==> config.mk <==
export PLATFORM = sky130hd
export DESIGN_NAME = gcpa_ctrl
export DESIGN_NICKNAME = d
export VERILOG_FILES = /design/src/gcpa_pkg.sv /design/src/gcpa_ctrl.sv
export SDC_FILE = /design/constraint.sdc
export NUM_CORES = 1
export LEC_CHECK = 0
export ABC_AREA = 1
export ABC_CLOCK_PERIOD_IN_PS = 3200
export BUFFER_PORTS_ARGS = -buffer_cell sky130_fd_sc_hd__buf_2
export CAP_MARGIN = 15
export CORE_ASPECT_RATIO = 0.8
export CORE_MARGIN = 3
export CORE_UTILIZATION = 29
export CTS_BUF_LIST = sky130_fd_sc_hd__clkbuf_2 sky130_fd_sc_hd__clkbuf_4 sky130_fd_sc_hd__clkbuf_8
export CTS_CLUSTER_SIZE = 12
export DETAILED_ROUTE_END_ITERATION = 8
export SYNTH_ARGS = -nofsm -noshare
export SYNTH_HDL_FRONTEND = slang
export SYNTH_SLANG_ARGS = --single-unit
==> constraint.sdc <==
create_clock -name core_clk_i -period 3.2 [get_ports core_clk_i]
set_input_delay 0.16 -clock core_clk_i [delete_from_list [all_inputs] [get_ports core_clk_i]]
set_output_delay 0.16 -clock core_clk_i [all_outputs]
set_load 0.1 [all_outputs]
==> src/gcpa_pkg.sv <==
// Register map, field layout and reset values of the global control block
package gcpa_pkg;
    // Register indices; byte address is four times the index
    localparam logic [7:0] IDX_PWR = 8'h01;
    localparam logic [7:0] IDX_SUM = 8'h02;
    localparam logic [7:0] IDX_FMT = 8'h03;
    localparam logic [7:0] IDX_CLK = 8'h04;
    localparam logic [7:0] IDX_IST = 8'h08;
    localparam logic [7:0] IDX_IMSK = 8'h09;
    localparam logic [7:0] ADDR_PWR = 8'h04;
    localparam logic [7:0] ADDR_SUM = 8'h08;
    localparam logic [7:0] ADDR_FMT = 8'h0c;
    localparam logic [7:0] ADDR_CLK = 8'h10;
    localparam logic [7:0] ADDR_IST = 8'h20;
    localparam logic [7:0] ADDR_IMSK = 8'h24;
    // Power-down and soft reset fields
    localparam int PWR_CONV = 0;
    localparam int PWR_RX = 1;
    localparam int PWR_TX = 2;
    localparam int PWR_PB = 3;
    localparam int PWR_PA = 4;
    localparam int PWR_ALL = 5;
    localparam int PWR_SRST = 7;
    // Summary and interrupt bits
    localparam int SUM_CONV = 0;
    localparam int SUM_RX = 1;
    localparam int SUM_TX = 2;
    // Port A format register fields
    localparam int FMT_LSB = 0;
    localparam int FMT_MASTER = 3;
    localparam int FMT_SEL_LSB = 4;
    localparam int FMT_MUTE = 6;
    // Port A clock register fields
    localparam int CLK_DIV_LSB = 0;
    localparam int CLK_SRC_LSB = 2;
    // Reset values
    localparam logic [6:0] PWR_RST = 7'h00;
    localparam logic [6:0] FMT_RST = 7'h00;
    localparam logic [3:0] CLK_RST = 4'h0;
    localparam logic [2:0] IMSK_RST = 3'h0;
    // Frame clock position in the bit counter: 64 bits per frame
    localparam int BIT_CNT_W = 6;
    localparam int FRAME_BIT = 5;
    // AXI responses
    localparam logic [1:0] RESP_OKAY = 2'b00;
    localparam logic [1:0] RESP_SLVERR = 2'b10;
    typedef enum logic [1:0] {
        GCPA_SRC_MCLK,
        GCPA_SRC_RECEIVER_CLOCK_INPUT,
        GCPA_SRC_RECOV,
        GCPA_SRC_RSVD
    } gcpa_clk_src_t;
    typedef enum logic [1:0] {
        GCPA_OUT_LOOP,
        GCPA_OUT_PORTB,
        GCPA_OUT_RX,
        GCPA_OUT_CONV
    } gcpa_out_sel_t;
endpackage

==> src/gcpa_ctrl.sv <==
// Global power, soft reset, interrupt summary and port A control with AXI4-Lite slave
//
// Design decision made here: register access over AXI4-Lite.
`timescale 1ns/1ps
// Notes on behaviour
// - Receiver held off, outputs low until enabled
// - Transmitter held off, outputs low until enabled
// - Port B held off, outputs low until enabled
// - Port A held off, outputs low until enabled
// - Global bit gates all blocks, registers live
// - Soft reset bit restores all register defaults
// - Summary read-only: converter, receiver, transmitter bits
// - Three-bit format code selects port A format
// - One format setting for input and output
// - Master mode drives frame and bit clocks
// - Output select: loopback, port B, receiver, converter
// - Mute holds port A serial output low
// - Frame clock divides master clock 128..512
// - Bit clock is 64 times frame clock
// - Master clock source select, code 3 reserved
module gcpa_ctrl import gcpa_pkg::*; (
    input wire logic core_clk_i,
    input wire logic rst_n_i,
    input wire logic [7:0] s_axi_awaddr_i,
    input wire logic s_axi_awvalid_i,
    output logic s_axi_awready_o,
    input wire logic [31:0] s_axi_wdata_i,
    input wire logic [3:0] s_axi_wstrb_i,
    input wire logic s_axi_wvalid_i,
    output logic s_axi_wready_o,
    output logic [1:0] s_axi_bresp_o,
    output logic s_axi_bvalid_o,
    input wire logic s_axi_bready_i,
    input wire logic [7:0] s_axi_araddr_i,
    input wire logic s_axi_arvalid_i,
    output logic s_axi_arready_o,
    output logic [31:0] s_axi_rdata_o,
    output logic [1:0] s_axi_rresp_o,
    output logic s_axi_rvalid_o,
    input wire logic s_axi_rready_i,
    input wire logic conv_irq_i,
    input wire logic rx_irq_i,
    input wire logic tx_irq_i,
    input wire logic mclk_i,
    input wire logic receiver_clock_input_i,
    input wire logic recovered_clock_output_i,
    input wire logic port_a_serial_in_i,
    input wire logic port_b_serial_in_i,
    input wire logic rx_data_i,
    input wire logic conv_data_i,
    input wire logic port_a_frame_clock_i,
    input wire logic port_a_bit_clock_i,
    output logic port_a_frame_clock_o,
    output logic port_a_frame_clock_oe_n_o,
    output logic port_a_bit_clock_o,
    output logic port_a_bit_clock_oe_n_o,
    output logic port_a_serial_out_o,
    output logic [2:0] port_a_format_o,
    output logic converter_run_enable_o,
    output logic receiver_run_enable_o,
    output logic transmitter_run_enable_o,
    output logic port_b_run_enable_o,
    output logic port_a_run_enable_o,
    output logic irq_o
);
    logic aw_rdy_ff, w_rdy_ff, aw_got_ff, w_got_ff, bvalid_ff;
    logic [7:0] awaddr_ff;
    logic [7:0] wdata_ff;
    logic wstrb_ff;
    logic [1:0] bresp_ff;
    logic ar_rdy_ff, rvalid_ff;
    logic [31:0] rdata_ff;
    logic [1:0] rresp_ff;
    logic [6:0] pwr_ff;
    logic [6:0] fmt_ff;
    logic [3:0] clk_ff;
    logic [2:0] imsk_ff;
    logic [2:0] ist_ff;
    logic [2:0] sum_ff;
    logic [2:0] sum_prev_ff;
    logic conv_run_ff, rx_run_ff, tx_run_ff, pb_run_ff, pa_run_ff, irq_ff;
    logic src_lvl_ff, src_prev_ff;
    logic [2:0] hb_cnt_ff;
    logic bck_ff;
    logic [BIT_CNT_W-1:0] bit_cnt_ff;
    logic frame_o_ff, bck_o_ff, frame_oen_ff, bck_oen_ff, sdo_ff;
    logic wr_do, ar_hs, sw_rst, wr_ok, pa_on, pa_master, mclk_edge;
    logic [2:0] half_max;
    logic [7:0] rd_byte;
    logic rd_ok, ist_rd, nxt_sdo, nxt_src;

    assign wr_do = aw_got_ff && w_got_ff && !bvalid_ff;
    assign ar_hs = s_axi_arvalid_i && ar_rdy_ff;
    assign wr_ok = (awaddr_ff == ADDR_PWR) || (awaddr_ff == ADDR_SUM) || (awaddr_ff == ADDR_FMT)
        || (awaddr_ff == ADDR_CLK) || (awaddr_ff == ADDR_IST) || (awaddr_ff == ADDR_IMSK);
    // Soft reset acts like the reset pin on every control register
    assign sw_rst = wr_do && wstrb_ff && (awaddr_ff == ADDR_PWR) && wdata_ff[PWR_SRST];
    assign pa_on = pwr_ff[PWR_PA] && pwr_ff[PWR_ALL];
    assign pa_master = fmt_ff[FMT_MASTER];

    // Write channel: address and data taken in either order
    always_ff @(posedge core_clk_i or negedge rst_n_i) begin
        if (!rst_n_i) begin
            aw_rdy_ff <= 1'b1;
            w_rdy_ff <= 1'b1;
            aw_got_ff <= 1'b0;
            w_got_ff <= 1'b0;
            bvalid_ff <= 1'b0;
            awaddr_ff <= 8'h00;
            wdata_ff <= 8'h00;
            wstrb_ff <= 1'b0;
            bresp_ff <= RESP_OKAY;
        end else begin
            if (s_axi_awvalid_i && aw_rdy_ff) begin
                aw_got_ff <= 1'b1;
                aw_rdy_ff <= 1'b0;
                awaddr_ff <= s_axi_awaddr_i;
            end
            if (s_axi_wvalid_i && w_rdy_ff) begin
                w_got_ff <= 1'b1;
                w_rdy_ff <= 1'b0;
                wdata_ff <= s_axi_wdata_i[7:0];
                wstrb_ff <= s_axi_wstrb_i[0];
            end
            if (wr_do) begin
                aw_got_ff <= 1'b0;
                w_got_ff <= 1'b0;
                bvalid_ff <= 1'b1;
                bresp_ff <= wr_ok ? RESP_OKAY : RESP_SLVERR;
            end
            if (bvalid_ff && s_axi_bready_i) begin
                bvalid_ff <= 1'b0;
                aw_rdy_ff <= 1'b1;
                w_rdy_ff <= 1'b1;
            end
        end
    end

    // Register writes; upper byte lanes carry nothing
    always_ff @(posedge core_clk_i or negedge rst_n_i) begin
        if (!rst_n_i) begin
            pwr_ff <= PWR_RST;
            fmt_ff <= FMT_RST;
            clk_ff <= CLK_RST;
            imsk_ff <= IMSK_RST;
        end else if (sw_rst) begin
            pwr_ff <= PWR_RST;
            fmt_ff <= FMT_RST;
            clk_ff <= CLK_RST;
            imsk_ff <= IMSK_RST;
        end else if (wr_do && wstrb_ff) begin
            if (awaddr_ff == ADDR_PWR) begin
                pwr_ff <= {wdata_ff[6], wdata_ff[5:0]} & 7'h3f;
            end else if (awaddr_ff == ADDR_FMT) begin
                fmt_ff <= wdata_ff[6:0];
            end else if (awaddr_ff == ADDR_CLK) begin
                clk_ff <= wdata_ff[3:0];
            end else if (awaddr_ff == ADDR_IMSK) begin
                imsk_ff <= wdata_ff[2:0];
            end
        end
    end

    // Read mux; summary bits 7..3 and unused fields read zero
    always_comb begin
        rd_byte = 8'h00;
        rd_ok = 1'b1;
        ist_rd = 1'b0;
        if (s_axi_araddr_i == ADDR_PWR) begin
            rd_byte = {1'b0, pwr_ff};
        end else if (s_axi_araddr_i == ADDR_SUM) begin
            rd_byte = {5'h00, sum_ff};
        end else if (s_axi_araddr_i == ADDR_FMT) begin
            rd_byte = {1'b0, fmt_ff};
        end else if (s_axi_araddr_i == ADDR_CLK) begin
            rd_byte = {4'h0, clk_ff};
        end else if (s_axi_araddr_i == ADDR_IST) begin
            rd_byte = {5'h00, ist_ff};
            ist_rd = 1'b1;
        end else if (s_axi_araddr_i == ADDR_IMSK) begin
            rd_byte = {5'h00, imsk_ff};
        end else begin
            rd_ok = 1'b0;
        end
    end

    always_ff @(posedge core_clk_i or negedge rst_n_i) begin
        if (!rst_n_i) begin
            ar_rdy_ff <= 1'b1;
            rvalid_ff <= 1'b0;
            rdata_ff <= 32'h0000_0000;
            rresp_ff <= RESP_OKAY;
        end else begin
            if (ar_hs) begin
                ar_rdy_ff <= 1'b0;
                rvalid_ff <= 1'b1;
                rdata_ff <= {24'h00_0000, rd_byte};
                rresp_ff <= rd_ok ? RESP_OKAY : RESP_SLVERR;
            end else if (rvalid_ff && s_axi_rready_i) begin
                rvalid_ff <= 1'b0;
                ar_rdy_ff <= 1'b1;
            end
        end
    end

    // Summary follows the detailed pending lines of each block
    always_ff @(posedge core_clk_i or negedge rst_n_i) begin
        if (!rst_n_i) begin
            sum_ff <= 3'h0;
            sum_prev_ff <= 3'h0;
        end else begin
            sum_ff <= {tx_irq_i, rx_irq_i, conv_irq_i};
            sum_prev_ff <= sum_ff;
        end
    end

    // Sticky status: a new rise wins over a clearing read
    always_ff @(posedge core_clk_i or negedge rst_n_i) begin
        if (!rst_n_i) begin
            ist_ff <= 3'h0;
            irq_ff <= 1'b0;
        end else begin
            ist_ff <= ((sw_rst || (ar_hs && ist_rd)) ? 3'h0 : ist_ff) | (sum_ff & ~sum_prev_ff);
            irq_ff <= |(ist_ff & imsk_ff);
        end
    end

    // Block enables: each bit gated by the global bit
    always_ff @(posedge core_clk_i or negedge rst_n_i) begin
        if (!rst_n_i) begin
            conv_run_ff <= 1'b0;
            rx_run_ff <= 1'b0;
            tx_run_ff <= 1'b0;
            pb_run_ff <= 1'b0;
            pa_run_ff <= 1'b0;
        end else begin
            conv_run_ff <= pwr_ff[PWR_CONV] && pwr_ff[PWR_ALL];
            rx_run_ff <= pwr_ff[PWR_RX] && pwr_ff[PWR_ALL];
            tx_run_ff <= pwr_ff[PWR_TX] && pwr_ff[PWR_ALL];
            pb_run_ff <= pwr_ff[PWR_PB] && pwr_ff[PWR_ALL];
            pa_run_ff <= pa_on;
        end
    end

    // Master clock selection; reserved code yields no edges
    always_comb begin
        case (gcpa_clk_src_t'(clk_ff[CLK_SRC_LSB +: 2]))
            GCPA_SRC_MCLK: nxt_src = mclk_i;
            GCPA_SRC_RECEIVER_CLOCK_INPUT: nxt_src = receiver_clock_input_i;
            GCPA_SRC_RECOV: nxt_src = recovered_clock_output_i;
            default: nxt_src = 1'b0;
        endcase
    end

    assign mclk_edge = src_lvl_ff && !src_prev_ff;
    // Half bit period in master clocks is divider/128
    assign half_max = {1'b0, clk_ff[CLK_DIV_LSB +: 2]} + 3'h1;

    // Master clock must be well below half the core rate to be seen
    always_ff @(posedge core_clk_i or negedge rst_n_i) begin
        if (!rst_n_i) begin
            src_lvl_ff <= 1'b0;
            src_prev_ff <= 1'b0;
            hb_cnt_ff <= 3'h0;
            bck_ff <= 1'b0;
            bit_cnt_ff <= '0;
        end else if (!(pa_on && pa_master) || sw_rst) begin
            src_lvl_ff <= nxt_src;
            src_prev_ff <= src_lvl_ff;
            hb_cnt_ff <= 3'h0;
            bck_ff <= 1'b0;
            bit_cnt_ff <= '0;
        end else begin
            src_lvl_ff <= nxt_src;
            src_prev_ff <= src_lvl_ff;
            if (mclk_edge) begin
                if (hb_cnt_ff >= half_max - 3'h1) begin
                    hb_cnt_ff <= 3'h0;
                    bck_ff <= !bck_ff;
                    if (bck_ff) begin
                        bit_cnt_ff <= bit_cnt_ff + BIT_CNT_W'(1);
                    end
                end else begin
                    hb_cnt_ff <= hb_cnt_ff + 3'h1;
                end
            end
        end
    end

    // Output source; disabled sources read as low
    always_comb begin
        case (gcpa_out_sel_t'(fmt_ff[FMT_SEL_LSB +: 2]))
            GCPA_OUT_LOOP: nxt_sdo = port_a_serial_in_i;
            GCPA_OUT_PORTB: nxt_sdo = port_b_serial_in_i && pb_run_ff;
            GCPA_OUT_RX: nxt_sdo = rx_data_i && rx_run_ff;
            default: nxt_sdo = conv_data_i && conv_run_ff;
        endcase
    end

    // Port A pins; slave mode leaves both clocks undriven
    always_ff @(posedge core_clk_i or negedge rst_n_i) begin
        if (!rst_n_i) begin
            sdo_ff <= 1'b0;
            frame_o_ff <= 1'b0;
            bck_o_ff <= 1'b0;
            frame_oen_ff <= 1'b1;
            bck_oen_ff <= 1'b1;
        end else begin
            sdo_ff <= pa_on && !fmt_ff[FMT_MUTE] && nxt_sdo;
            frame_o_ff <= pa_on && pa_master && bit_cnt_ff[FRAME_BIT];
            bck_o_ff <= pa_on && pa_master && bck_ff;
            frame_oen_ff <= !pa_master;
            bck_oen_ff <= !pa_master;
        end
    end

    assign s_axi_awready_o = aw_rdy_ff;
    assign s_axi_wready_o = w_rdy_ff;
    assign s_axi_bvalid_o = bvalid_ff;
    assign s_axi_bresp_o = bresp_ff;
    assign s_axi_arready_o = ar_rdy_ff;
    assign s_axi_rvalid_o = rvalid_ff;
    assign s_axi_rdata_o = rdata_ff;
    assign s_axi_rresp_o = rresp_ff;
    // Framing logic uses this for both directions
    assign port_a_format_o = fmt_ff[FMT_LSB +: 3];
    assign port_a_serial_out_o = sdo_ff;
    assign port_a_frame_clock_o = frame_o_ff;
    assign port_a_bit_clock_o = bck_o_ff;
    assign port_a_frame_clock_oe_n_o = frame_oen_ff;
    assign port_a_bit_clock_oe_n_o = bck_oen_ff;
    assign converter_run_enable_o = conv_run_ff;
    assign receiver_run_enable_o = rx_run_ff;
    assign transmitter_run_enable_o = tx_run_ff;
    assign port_b_run_enable_o = pb_run_ff;
    assign port_a_run_enable_o = pa_run_ff;
    assign irq_o = irq_ff;
endmodule

== Yosys cells after proc, flatten, opt, wreduce, memory -nomap -nowiden ==
Index checks and enable logic that the tools add are counted.

* Input bits: 71
* Output and inout bits: 55
* Logic and storage cells: 188
* Register bits after elaboration: 88

* $lt $le $gt $ge: 1
* Multiplexer cells: 64
* Reductions and logical operators: 61
* Add/subtract/negate cells: 4
* Bitwise operators: 4
* Equal/unequal tests: 19

{| class="wikitable"
|+ Operator list
! cell !! number
|-
| $mux W7 || 10
|-
| $mux W3 || 12
|-
| $eq A8 B4 Y1 const B || 4
|-
| $eq A8 B6 Y1 const B || 4
|-
| $mux W1 || 28
|-
| $reduce_bool A2 Y1 || 14
|-
| $logic_and A1 B1 Y1 || 25
|-
| $mux W4 || 6
|-
| $mux W6 || 4
|-
| $eq A8 B3 Y1 const B || 2
|-
| $eq A8 B5 Y1 const B || 2
|-
| $logic_or A1 B1 Y1 || 7
|-
| $add A6 B1 Y6 const B || 1
|-
| $and A3 B3 Y3 || 2
|-
| $logic_not A1 Y1 || 6
|-
| $ne A2 B2 Y1 const B || 3
|-
| $pmux W1 S3 || 2
|-
| $reduce_and A3 Y1 || 2
|-
| $reduce_and A5 Y1 || 1
|-
| $eq A2 B1 Y1 const B || 2
|-
| $eq A2 B2 Y1 const B || 2
|-
| $logic_not A2 Y1 || 2
|-
| $mux W2 || 2
|-
| $reduce_and A2 Y1 || 2
|-
| other kinds (8) || 8
|}

== Depth between registers and ports, before layout ==
Gate-level depths: netlist (run 1).

* Depth after elaboration: 10
* Mapped depth: 9

== Worst setup path after synthesis (run 1) ==
No wires, ideal clock.

* Path kind: register to register
* Start point: register bvalid_ff, in the netlist s_axi_bvalid_o
* End point: register fmt_ff[3]
* Stages on the path, launching flop included: 9
* Library setup time: 0.074 ns
* Slack: 1.277 ns
* Data arrival time: 1.849 ns
* Cell sequence: dfrtp_1 > inv_1 > nand3_4 > nor2_4 > a21boi_2 > o21ai_2 > buf_6 > nand2_1 > o21ai_2

* Word-level cells in the longest chain between the ends: 7
* Elaborated cells between the ends (all ways): 10
* Those cells by class: eq/ne: 1; mux: 1; reduce/logical: 8

{| class="wikitable"
|+ Ends and longest elaborated chain
! item !! RTL line !! source
|-
| from (decl) || gcpa_ctrl.sv:66 || <nowiki>logic aw_rdy_ff, w_rdy_ff, aw_got_ff, w_got_ff, bvalid_ff;</nowiki>
|-
| from (signal assigned) || gcpa_ctrl.sv:108 || <nowiki>bvalid_ff <= 1'b0;</nowiki>
|-
| from (signal assigned) || gcpa_ctrl.sv:128 || <nowiki>bvalid_ff <= 1'b1;</nowiki>
|-
| from (signal assigned) || gcpa_ctrl.sv:132 || <nowiki>bvalid_ff <= 1'b0;</nowiki>
|-
| $logic_not A1 Y1 * || gcpa_ctrl.sv:92 || <nowiki>assign wr_do = aw_got_ff && w_got_ff && !bvalid_ff;</nowiki>
|-
| $logic_and A1 B1 Y1 * || gcpa_ctrl.sv:92 ||
|-
| $logic_and A1 B1 Y1 * || gcpa_ctrl.sv:97, gcpa_ctrl.sv:151 ||
|-
| $logic_and A1 B1 Y1 (2 in series) || gcpa_ctrl.sv:97 || <nowiki>assign sw_rst = wr_do && wstrb_ff && (awaddr_ff == ADDR_PWR) && wdata_ff[PWR_SRST];</nowiki>
|-
| $ne A2 B2 Y1 (no line) or $reduce_bool A2 Y1 (tied branches) || -- ||
|-
| $reduce_and A3 Y1 (no line) || -- ||
|-
| to (signal assigned) || gcpa_ctrl.sv:155 || <nowiki>fmt_ff <= wdata_ff[6:0];</nowiki>
|-
| to (decl) || gcpa_ctrl.sv:75 || <nowiki>logic [6:0] fmt_ff;</nowiki>
|}

Every way passes the cells marked *; elsewhere a longest branch is shown, timed or not.
A chain may end at the register's enable or synchronous reset.

== Final worst setup path (run 1) ==
* Start point: register hb_cnt_ff[0]
* End point: register bit_cnt_ff[1]

* Word-level cells in the longest chain between the ends: 3

{| class="wikitable"
|+ Ends and longest elaborated chain
! item !! RTL line !! source
|-
| from (decl) || gcpa_ctrl.sv:83 || <nowiki>logic [2:0] hb_cnt_ff;</nowiki>
|-
| from (signal assigned) || gcpa_ctrl.sv:284 || <nowiki>hb_cnt_ff <= hb_cnt_ff + 3'h1;</nowiki>
|-
| $ge A3 B3 Y1 || gcpa_ctrl.sv:277 || <nowiki>if (hb_cnt_ff >= half_max - 3'h1) begin</nowiki>
|-
| $reduce_bool A2 Y1 (no line) || -- ||
|-
| $reduce_and A3 Y1 (no line) || -- ||
|-
| to (signal assigned) || gcpa_ctrl.sv:281 || <nowiki>bit_cnt_ff <= bit_cnt_ff + BIT_CNT_W'(1);</nowiki>
|-
| to (decl) || gcpa_ctrl.sv:85 || <nowiki>logic [BIT_CNT_W-1:0] bit_cnt_ff;</nowiki>
|}

No other way between the ends.

==> results of run 1 <==
[layer usage]
layer | share of wire | wire [µm]
met5 | 0 | 0
met1 | 0.51 | 4530
met2 | 0.42 | 3790
met4 | 0.011 | 96
met3 | 0.059 | 525
[cell usage after synthesis (8+ instances only)]
cell type,n,share of area
nand2_1,135,0.12
dfrtp_1,80,0.49
inv_1,51,0.047
nand3_1,42,0.052
nor2_1,38,0.035
buf_4,31,0.057
o21ai_0,24,0.030
o21ai_1,17,0.021
a21oi_1,8,0.0099
o21ai_2,8,0.017
[worst paths after layout]
path                                        end  cells past startpoint              start  slack, ps
max                               bit_cnt_ff[1]                      9       hb_cnt_ff[0]       1480
min                        port_a_frame_clock_o                      1            rst_n_i        -50
max reg2reg                       bit_cnt_ff[1]                      9       hb_cnt_ff[0]       1480
min reg2reg                         src_prev_ff                      0         src_lvl_ff        380
max in group asynchronous      s_axi_rdata_o[6]                      1            rst_n_i       2520
min in group core_clk_i            awaddr_ff[4]                      3  s_axi_awaddr_i[4]         20
[stage by stage]
stage	setup slack, ps	std cells	cell area (µm²)
floorplan	1280	505	4160
finish	1480	748	4790
global route	1350	748	4790
CTS	1480	748	4790
global placement	1550	717	4460
detailed placement	1490	717	4460
[cell families (layout without fill, tap and decap cells)]
family / after synthesis / after routing / synth area share
and+or+nand+nor: 234 / 234 / 0.254
buffers and inverters: 89 / 152 / 0.115
DFF: 84 / 84 / 0.519
AOI/OAI and AO/OA: 64 / 64 / 0.0924
adders and majority gates: 4 / 4 / 0.0123
xor gates and xnor gates: 3 / 3 / 0.00647
other: 1 / 27 / 0.000923
[flip-flops by register name, summed over array words and instances, names as in the netlist, 3 cells and up]
name,count
awaddr_ff,8
bit_cnt_ff,6
clk_ff,4
fmt_ff,7
hb_cnt_ff,3
imsk_ff,3
ist_ff,3
pwr_ff,6
s_axi_rdata_o,7
sum_ff,3
sum_prev_ff,3
wdata_ff,8
[where the power goes]
part / leakage, µW / internal [µW] / switching [µW]
Combinational: 0.00132 / 262 / 1110
Clock: 0.0000892 / 318 / 366
Sequential: 0.00108 / 1310 / 184
Total: 0.00249 / 1890 / 1660
[final cells by class]
cell class              instances  area [µm²]  share of cell area
multi-input cells             332        1590               0.331
well taps                     180         225              0.0470
inverters                      52         195              0.0408
repair buffers                 84         498               0.104
clock inverters                 4        25.0             0.00522
flip-flops and latches         84        2110               0.440
clock buffers                  12         153              0.0319
==> impl_metrics.json, run 1 <==
{
  "status": "complete, but fails checks",
  "violations": "hold timing",
  "ys_seq_area_frac": 0.519,
  "overflow": 0,
  "crit_fanout": 7,
  "cpMaxStageDelayCell": "dfrtp_1",
  "clk_path_buf_depth": 2,
  "vias": 3222,
  "synth_cell_type_count": 34,
  "initial_core_util": 0.298,
  "fin_crit_sh": 0.537,
  "end_kind": "flip-flop",
  "numCtsBuffers": 9,
  "postCtsResizedCells": 0,
  "vias_per_cell": 4.31,
  "drt_wl_total_um": 8940,
  "clock_sinks": 84,
  "drt-initial-drc-count": 153,
  "cp.required_ps": 3450,
  "gp_congestion": 0.843,
  "synth_cells": 479,
  "period_needed_ps": 1720,
  "hold_class": "primary input to asynchronous set/reset pin",
  "gr-usage-met1": 0.164,
  "cts_hold_buf": 15,
  "grt_first_pass_wirelength_um": 15100,
  "arrival_ps": 1970,
  "floorplan.die_area_mm2": 0.0155,
  "insertion_delay_ps": 360,
  "busiest_layer": "met2",
  "synthArstFlopShare": 1.00,
  "use_met3": 0.0408,
  "hold_ws_ps": -46.4,
  "worst-slew-pin-transition_ps": 1060,
  "nets": 638,
  "rsz0062_at_grt": "false",
  "core_area_mm2": 0.0136,
  "drv_cap": 0,
  "final_common_cell": "nand2_1",
  "chipHeight_um": 112,
  "root_buffer": "clkbuf_8",
  "ir_drop_v": 0.000593,
  "relSlewSlack": 0.294,
  "placementRows": 38,
  "fmax_mhz": 582,
  "yosysWarnings": 0,
  "syn_area_per_cell_um2": 8.48,
  "hpwl_um": 6630,
  "fin_worst_skew_ps": 7.77,
  "power_uw": 3540,
  "startpoint_type": "flip-flop",
  "slew_viol_final": 0,
  "setup_tns_ps": 0,
  "drc_errors": 0,
  "routedWlPerCell_um": 12.0,
  "drive_above_1_share": 0.206,
  "final-hold-violation-count": 25,
  "numPortBuffers": 69,
  "htree_num_levels": 3,
  "crit_family": "compound AO/OA/AOI/OAI gates",
  "setup-violations-final": 0,
  "path_cells": "inv_1, ha_1, inv_1, a21boi_0, nor2_1, o211ai_2, nand2_4, nand2_1, nand2_1",
  "critPathKind": "flip-flop to flip-flop",
  "drt_pass1_iterations": 5,
  "post_synth_instance_area_mm2": 0.00406,
  "met2_usage": 0.179,
  "final_cell_mix": "135 x nand2_1, 80 x dfrtp_1, 68 x buf_2",
  "area_growth_pct": 17.9,
  "first_global_vias": 3132,
  "power_density_mw_per_mm2": 740,
  "synth-seq-cells": 84,
  "io_pins": 126,
  "post-cts-setup-buffers": 0,
  "cts.clk_slew.worst_paths_ps": 80,
  "cts_tree": "done",
  "fillers": 1413,
  "fin_util": 0.351,
  "die_x_um": 138,
  "synth_flop_cell": "dfrtp_1",
  "p_leak_uw": 0.00249,
  "synth_edf_count": 0,
  "grt_max_degree": 85,
  "antenna_cells": 0,
  "antenna_found_initial": 0,
  "slowest_delay_ps": 390,
  "grt_usage": 0.119,
  "critPathBufInv": 2,
  "ant_nets": 0
}
No activity file was read; power rests on OpenSTA's default activity.
==> run 2: changes to the inputs <==
--- a/config.mk
+++ b/config.mk
@@ -5,8 +5,8 @@
 export SDC_FILE = /design/constraint.sdc
 export NUM_CORES = 1
 export LEC_CHECK = 0
-export ABC_AREA = 1
-export ABC_CLOCK_PERIOD_IN_PS = 3200
+export ABC_AREA = 0
+export ABC_CLOCK_PERIOD_IN_PS = 1500
 export BUFFER_PORTS_ARGS = -buffer_cell sky130_fd_sc_hd__buf_2
 export CAP_MARGIN = 15
 export CORE_ASPECT_RATIO = 0.8
==> constraint.sdc (replaced) <==
create_clock -name core_clk_i -period 1.5 [get_ports core_clk_i]
set_input_delay 0.075 -clock core_clk_i [delete_from_list [all_inputs] [get_ports core_clk_i]]
set_output_delay 0.075 -clock core_clk_i [all_outputs]
set_load 0.1 [all_outputs]
==> run 2 against run 1 <==
  * The flow finishes with violations (setup timing)
  * Wire length grew 5.3%
  * Hold slack gained 110 ps
  * Die area shrank 2.7%
  * Count of clock-buffer cells in the layout shrank 1
==> impl_metrics.json, run 2 <==
{
  "gp_congestion": 0.838,
  "setup-violations-final": 33,
  "synth_top_area_share": 0.507,
  "power.internal_uw": 4310,
  "power_frac_comb": 0.346,
  "area_growth_pct": 33.9,
  "period_needed_ps": 1960,
  "core_area_mm2": 0.0131,
  "synth_area_leaders": "dfrtp_1 51%, buf_4 5.9%, mux2_2 4.9%, nand2_1 4.0%, o21ai_0 3.7%",
  "post_synth_instance_area_mm2": 0.00395,
  "use_met3": 0.0408,
  "die_x_um": 136,
  "overflow": 0,
  "drt_pass1_iterations": 4,
  "drv_cap": 0,
  "synthArstFlopShare": 1.00,
  "routedWlPerCell_um": 13.6,
  "numCtsBuffers": 9,
  "startpoint_type": "flip-flop",
  "largestRegisters": "awaddr_ff (8), wdata_ff (8)",
  "worst-slew-pin-transition_ps": 790,
  "p_leak_uw": 0.00247,
  "regArea_mm2": 0.00213,
  "cp.required_ps": 1750,
  "netlist_top_cells_count": "80 x dfrtp_1, 42 x nand2_1, 31 x buf_4, 29 x o21ai_0, 20 x inv_1",
  "antenna_found_initial": 0,
  "status": "complete, but fails checks",
  "vias": 3187,
  "cpMaxStageDelayCell": "or4_4",
  "fin_ws_ps": -465,
  "critPathBufInv": 0,
  "yosys.area.top_type": "dfrtp_1",
  "crit_fanout": 5,
  "met2_usage": 0.195,
  "initial_core_util": 0.301,
  "numPortBuffers": 69,
  "drt_wl_total_um": 9420,
  "hpwl_um": 6980,
  "hold_path.startpoint": "recovered_clock_output_i",
  "power_density_mw_per_mm2": 1300,
  "vias_per_cell": 4.61,
  "violations": "setup timing",
  "arrival_ps": 2220,
  "yosysWarnings": 0,
  "final-hold-violation-count": 0,
  "fmax_mhz": 509,
  "antenna_cells": 0,
  "synth-seq-cells": 84,
  "switching_share": 0.372,
  "power.share.clock": 0.231,
  "ant_nets": 0,
  "crit_top_cell": "or4_4",
  "crit_family": "simple AND/OR/NAND/NOR gates",
  "htree_num_levels": 3,
  "ir_drop_v": 0.000952,
  "worst_setup_path_startpoint": "awaddr_ff[6]",
  "clk_path_buf_depth": 2,
  "placementRows": 37,
  "power_switching_uw": 2550,
  "rsz0062_at_grt": "true",
  "synth_most_common_cell": "dfrtp_1",
  "slowest_delay_ps": 570,
  "synth_cells": 377,
  "grt_usage": 0.132,
  "end_kind": "flip-flop",
  "fin_util": 0.403,
  "drt-initial-drc-count": 147,
  "fin_area_mm2": 0.00528,
  "r2r_slack_ps": -460,
  "relSlewSlack": 0.471,
  "synth_flop_cell": "dfrtp_1",
  "insertion_delay_ps": 360,
  "fin_crit_sh": 1.31,
  "grt_first_pass_wirelength_um": 15400,
  "clock_sinks": 84,
  "grt_max_degree": 31,
  "gr-usage-met1": 0.189,
  "final_cell_mix": "76 x dfrtp_1, 65 x buf_2, 41 x nand2_1",
  "dpl_cell_area_mm2": 0.00466,
  "synth_cell_type_count": 55,
  "chipHeight_um": 110,
  "ys_seq_area_frac": 0.534,
  "path_cells": "or4_4, or4_4, a21boi_4, a22o_1",
  "root_buffer": "clkbuf_8",
  "multi_input_area_mm2": 0.00170,
  "floorplan.die_area_mm2": 0.0150,
  "cts.clk_slew.worst_paths_ps": 80,
  "fillers": 1282,
  "syn_area_per_cell_um2": 10.5,
  "drive_above_1_share": 0.341,
  "power_frac_seq": 0.423,
  "hold_class": "primary input to flip-flop",
  "synth_edf_count": 0,
  "io_pins": 126,
  "r2r-start": "awaddr_ff[6]",
  "final_common_cell": "dfrtp_1",
  "fin_worst_skew_ps": 10.3,
  "busiest_layer": "met2",
  "cts_tree": "done",
  "nets": 586,
  "slew_viol_final": 0,
  "drc_errors": 0,
  "setup_tns_ps": -12210,
  "critPathKind": "flip-flop to flip-flop",
  "first_global_vias": 3055
}
-- run 2: changes by cell type after synthesis, moves of 6 or more --
| cell | previous run | this run |
|---|---|---|
| nand2_1 | 135 | 42 |
| nand3_1 | 42 | 6 |
| inv_1 | 51 | 20 |
| nor2_1 | 38 | 15 |
| mux2_2 | 0 | 17 |
| o21ai_1 | 17 | 7 |
| a21oi_1 | 8 | 17 |
| mux2i_1 | 0 | 9 |
| o21ai_2 | 8 | 0 |
| or4_1 | 0 | 7 |
| nand2b_1 | 0 | 6 |
| nor2b_1 | 0 | 6 |
-- run 2: cells by family (layout without fill, tap and decap cells) --
family                   count (synthesis)  in the layout  share of synthesized area
adder cells (fa/ha/maj)                  4              4                     0.0127
AND/OR/NAND/NOR                        116            118                      0.158
flip-flops                              84             84                      0.534
multiplexers                            26             26                     0.0714
other                                    1             27                   0.000951
buffers and inverters                   62            173                     0.0910
AO/OA/AOI/OAI                           84             84                      0.132
-- run 2: what timing repair did --
action | 4_1_cts | 5_1_grt
gates cloned | 2 | 0
resized for setup | 23 | 9
setup endpoints to repair | 36 | 34
buffers inserted | 1 | 1
hold buffers | 30 | 0
pin swaps | 1 | 2
hold endpoints to repair | 96 | 0
-- run 2: path summary, 6_finish.rpt --
path	to	depth (start not counted)
max	ist_ff[0]	4
min in group asynchronous	s_axi_bvalid_o	2
max in group asynchronous	s_axi_arready_o	3
min	src_lvl_ff	3
max reg2reg	ist_ff[0]	4
min reg2reg	src_prev_ff	0
-- run 2: layer usage --
layer | vias to the layer above | routed length [µm]
met1 | 1533 | 4590
li1 | 1538 | -
met3 | 7 | 746
met5 | - | 0
met4 | 0 | 69
met2 | 109 | 4010
-- run 2: final cells by class --
type                    count  share of cell area
flip-flops and latches     84               0.403
multi-input cells         259               0.321
repair buffers            137               0.184
well taps                 175              0.0415
clock buffers              11              0.0263
inverters                  20              0.0142
clock inverters             5             0.00995
-- run 2: tightest hold or removal path, delay by kind of cell --
kind                   cells  cell delay, ps
muxes                      1              60
buffers and inverters      1              90
AOI/OAI and AO/OA          1             160
-- run 2: metrics by stage --
stage | instances | total power (µW) | hold WS [ps] | setup WS, ps
after floorplan | 403 | 4480 | -221 | -464
after global placement | 642 | 5110 | 37.1 | -436
after detailed placement | 642 | 5160 | 43.2 | -477
after CTS | 691 | 6890 | 52.8 | -477
after global routing | 691 | 7270 | 108 | -512
final | 691 | 6850 | 67.1 | -465
-- run 2: power by group through the flow --
stage          registers [µW]  logic (µW)  clock network [µW]
2_1_floorplan            3390        1080                   0
3_3_place_gp             2930        2180                   0
3_5_place_dp             2940        2220                   0
4_1_cts                  2900        2350                1640
5_1_grt                  2950        2560                1760
6_report                 2900        2370                1580
==> run 3: changes to the inputs <==
--- a/config.mk
+++ b/config.mk
@@ -15,6 +15,7 @@
 export CTS_BUF_LIST = sky130_fd_sc_hd__clkbuf_2 sky130_fd_sc_hd__clkbuf_4 sky130_fd_sc_hd__clkbuf_8
 export CTS_CLUSTER_SIZE = 12
 export DETAILED_ROUTE_END_ITERATION = 8
+export GPL_TIMING_DRIVEN = 0
 export SYNTH_ARGS = -nofsm -noshare
 export SYNTH_HDL_FRONTEND = slang
 export SYNTH_SLANG_ARGS = --single-unit
==> run 3 against run 2 <==
  * Global-route usage down 0.19 points
  * Setup slack worse by 65 ps
  * Non-clock buffer count up 13
  * Sequential cell count unchanged
  * Clock power down 8%
  * Largest cell class unchanged
  * Die area unchanged
  * The flow still finishes with violations (setup timing)
  * Register-to-register slack worse by 60 ps
  * Total power down 3.3%
  * Largest power group unchanged
==> impl_metrics.json, run 3 (same netlist as run 2, synthesis figures left out) <==
{
  "initial_core_util": 0.301,
  "busiest_layer": "met2",
  "crit_fanout": 5,
  "floorplan.die_area_mm2": 0.0150,
  "power_uw": 6630,
  "antenna_found_initial": 0,
  "hpwl_um": 6730,
  "vias": 3115,
  "gr-usage-met1": 0.186,
  "chipHeight_um": 110,
  "cts_tree": "done",
  "antenna_cells": 0,
  "final_cell_mix": "76 x dfrtp_1, 63 x buf_2, 46 x buf_4",
  "rsz0062_at_grt": "true",
  "overflow": 0,
  "p_leak_uw": 0.00252,
  "cts.clk_slew.worst_paths_ps": 80,
  "grt_max_degree": 58,
  "ir_drop_v": 0.000925,
  "ant_nets": 0,
  "fmax_mhz": 493,
  "hold_path.startpoint": "recovered_clock_output_i",
  "insertion_delay_ps": 360,
  "setup_tns_ps": -14140,
  "fin_worst_skew_ps": 6.74,
  "startpoint_type": "flip-flop",
  "vias_per_cell": 4.42,
  "worst-slew-pin-transition_ps": 740,
  "crit_top_cell": "or4_4",
  "cp.required_ps": 1750,
  "power_frac_seq": 0.447,
  "numPortBuffers": 68,
  "status": "complete, but fails checks",
  "clock_sinks": 84,
  "drt-initial-drc-count": 155,
  "setup-violations-final": 33,
  "routedWlPerCell_um": 13.4,
  "critPathKind": "flip-flop to flip-flop",
  "met2_usage": 0.191,
  "final_common_cell": "dfrtp_1",
  "relSlewSlack": 0.505,
  "drc_errors": 0,
  "hold_class": "primary input to flip-flop",
  "drv_cap": 0,
  "drive_above_1_share": 0.344,
  "cpMaxStageDelayCell": "or4_4",
  "worst_setup_path_startpoint": "awaddr_ff[7]",
  "crit_family": "simple AND/OR/NAND/NOR gates",
  "htree_num_levels": 3,
  "placementRows": 37,
  "fin_cells": 704,
  "power.share.clock": 0.219,
  "fin_util": 0.410,
  "slew_viol_final": 0,
  "nets": 599,
  "use_met3": 0.0445,
  "end_kind": "flip-flop",
  "numCtsBuffers": 9,
  "fin_crit_sh": 1.35,
  "io_pins": 126,
  "r2r-start": "awaddr_ff[7]",
  "drt_wl_total_um": 9410,
  "core_area_mm2": 0.0131,
  "largestRegisters": "awaddr_ff (8), wdata_ff (8)",
  "slowest_delay_ps": 580,
  "period_needed_ps": 2030,
  "die_x_um": 136,
  "switching_share": 0.392,
  "grt_usage": 0.130,
  "grt_first_pass_wirelength_um": 15300,
  "area_growth_pct": 36.2,
  "power_switching_uw": 2600,
  "arrival_ps": 2280,
  "power.internal_uw": 4030,
  "critPathBufInv": 0,
  "first_global_vias": 3020,
  "root_buffer": "clkbuf_8",
  "fin_ws_ps": -529,
  "violations": "setup timing",
  "pre_cts_slack_ps": -597,
  "power_density_mw_per_mm2": 1230,
  "drt_pass1_iterations": 4,
  "dp_cells": 647,
  "path_cells": "or4_4, or4_4, a21boi_4, a22o_1",
  "clk_path_buf_depth": 2,
  "final-hold-violation-count": 0,
  "power_frac_comb": 0.334,
  "gp_congestion": 0.782
}
[run 3: power groups by stage]
stage | registers, µW | clock network [µW] | logic, µW
global placement | 2990 | 0 | 1840
global route | 3010 | 1620 | 2380
floorplan | 3390 | 0 | 1080
CTS | 2970 | 1520 | 2190
detailed placement | 3010 | 0 | 1890
finish | 2960 | 1450 | 2210
[run 3: worst paths after layout]
kind                                   end  slack, ps  depth (start not counted)
setup reg to reg                 ist_ff[2]       -530                          4
hold reg to reg                src_prev_ff        400                          0
min in group asynchronous         wstrb_ff        170                          2
hold / removal                  src_lvl_ff         40                          3
setup / recovery                 ist_ff[2]       -530                          4
max in group asynchronous  s_axi_arready_o        680                          3
[run 3: worst min-delay path, cell delays in order]
cell,delay [ps]
buf_2,80
mux2i_1,50
o21ai_0,160
[run 3: metal layers]
layer  wire (µm)  share of wire
met5           0              0
met4          55         0.0058
met3         721          0.077
met2        3960           0.42
met1        4670           0.50
[run 3: repair_timing]
action                     in CTS  in global routing
hold buffers                   30                  0
gates resized for setup        30                 15
pin swaps                       9                  9
setup buffers                   9                  3
hold endpoints to repair       53                  0
setup endpoints to repair      37                 35
gates cloned                    1                  1
[run 3: metrics by stage]
step                      area (µm²)  hold WS (ps)
final                           5370          35.2
after global routing            5370          74.6
after CTS                       5310          28.7
after detailed placement        4670          28.0
after global placement          4640           192
after floorplan                 4080          -221
[run 3: area by class of cell]
type | instances | area (µm²)
Clock buffer | 9 | 124
Sequential cell | 84 | 2130
Multi-Input combinational cell | 259 | 1720
Clock inverter | 7 | 53.8
Buffer | 40 | 289
Fill cell | 1260 | 7730
Tap cell | 175 | 219
Inverter | 20 | 75.1
Timing Repair Buffer | 110 | 767
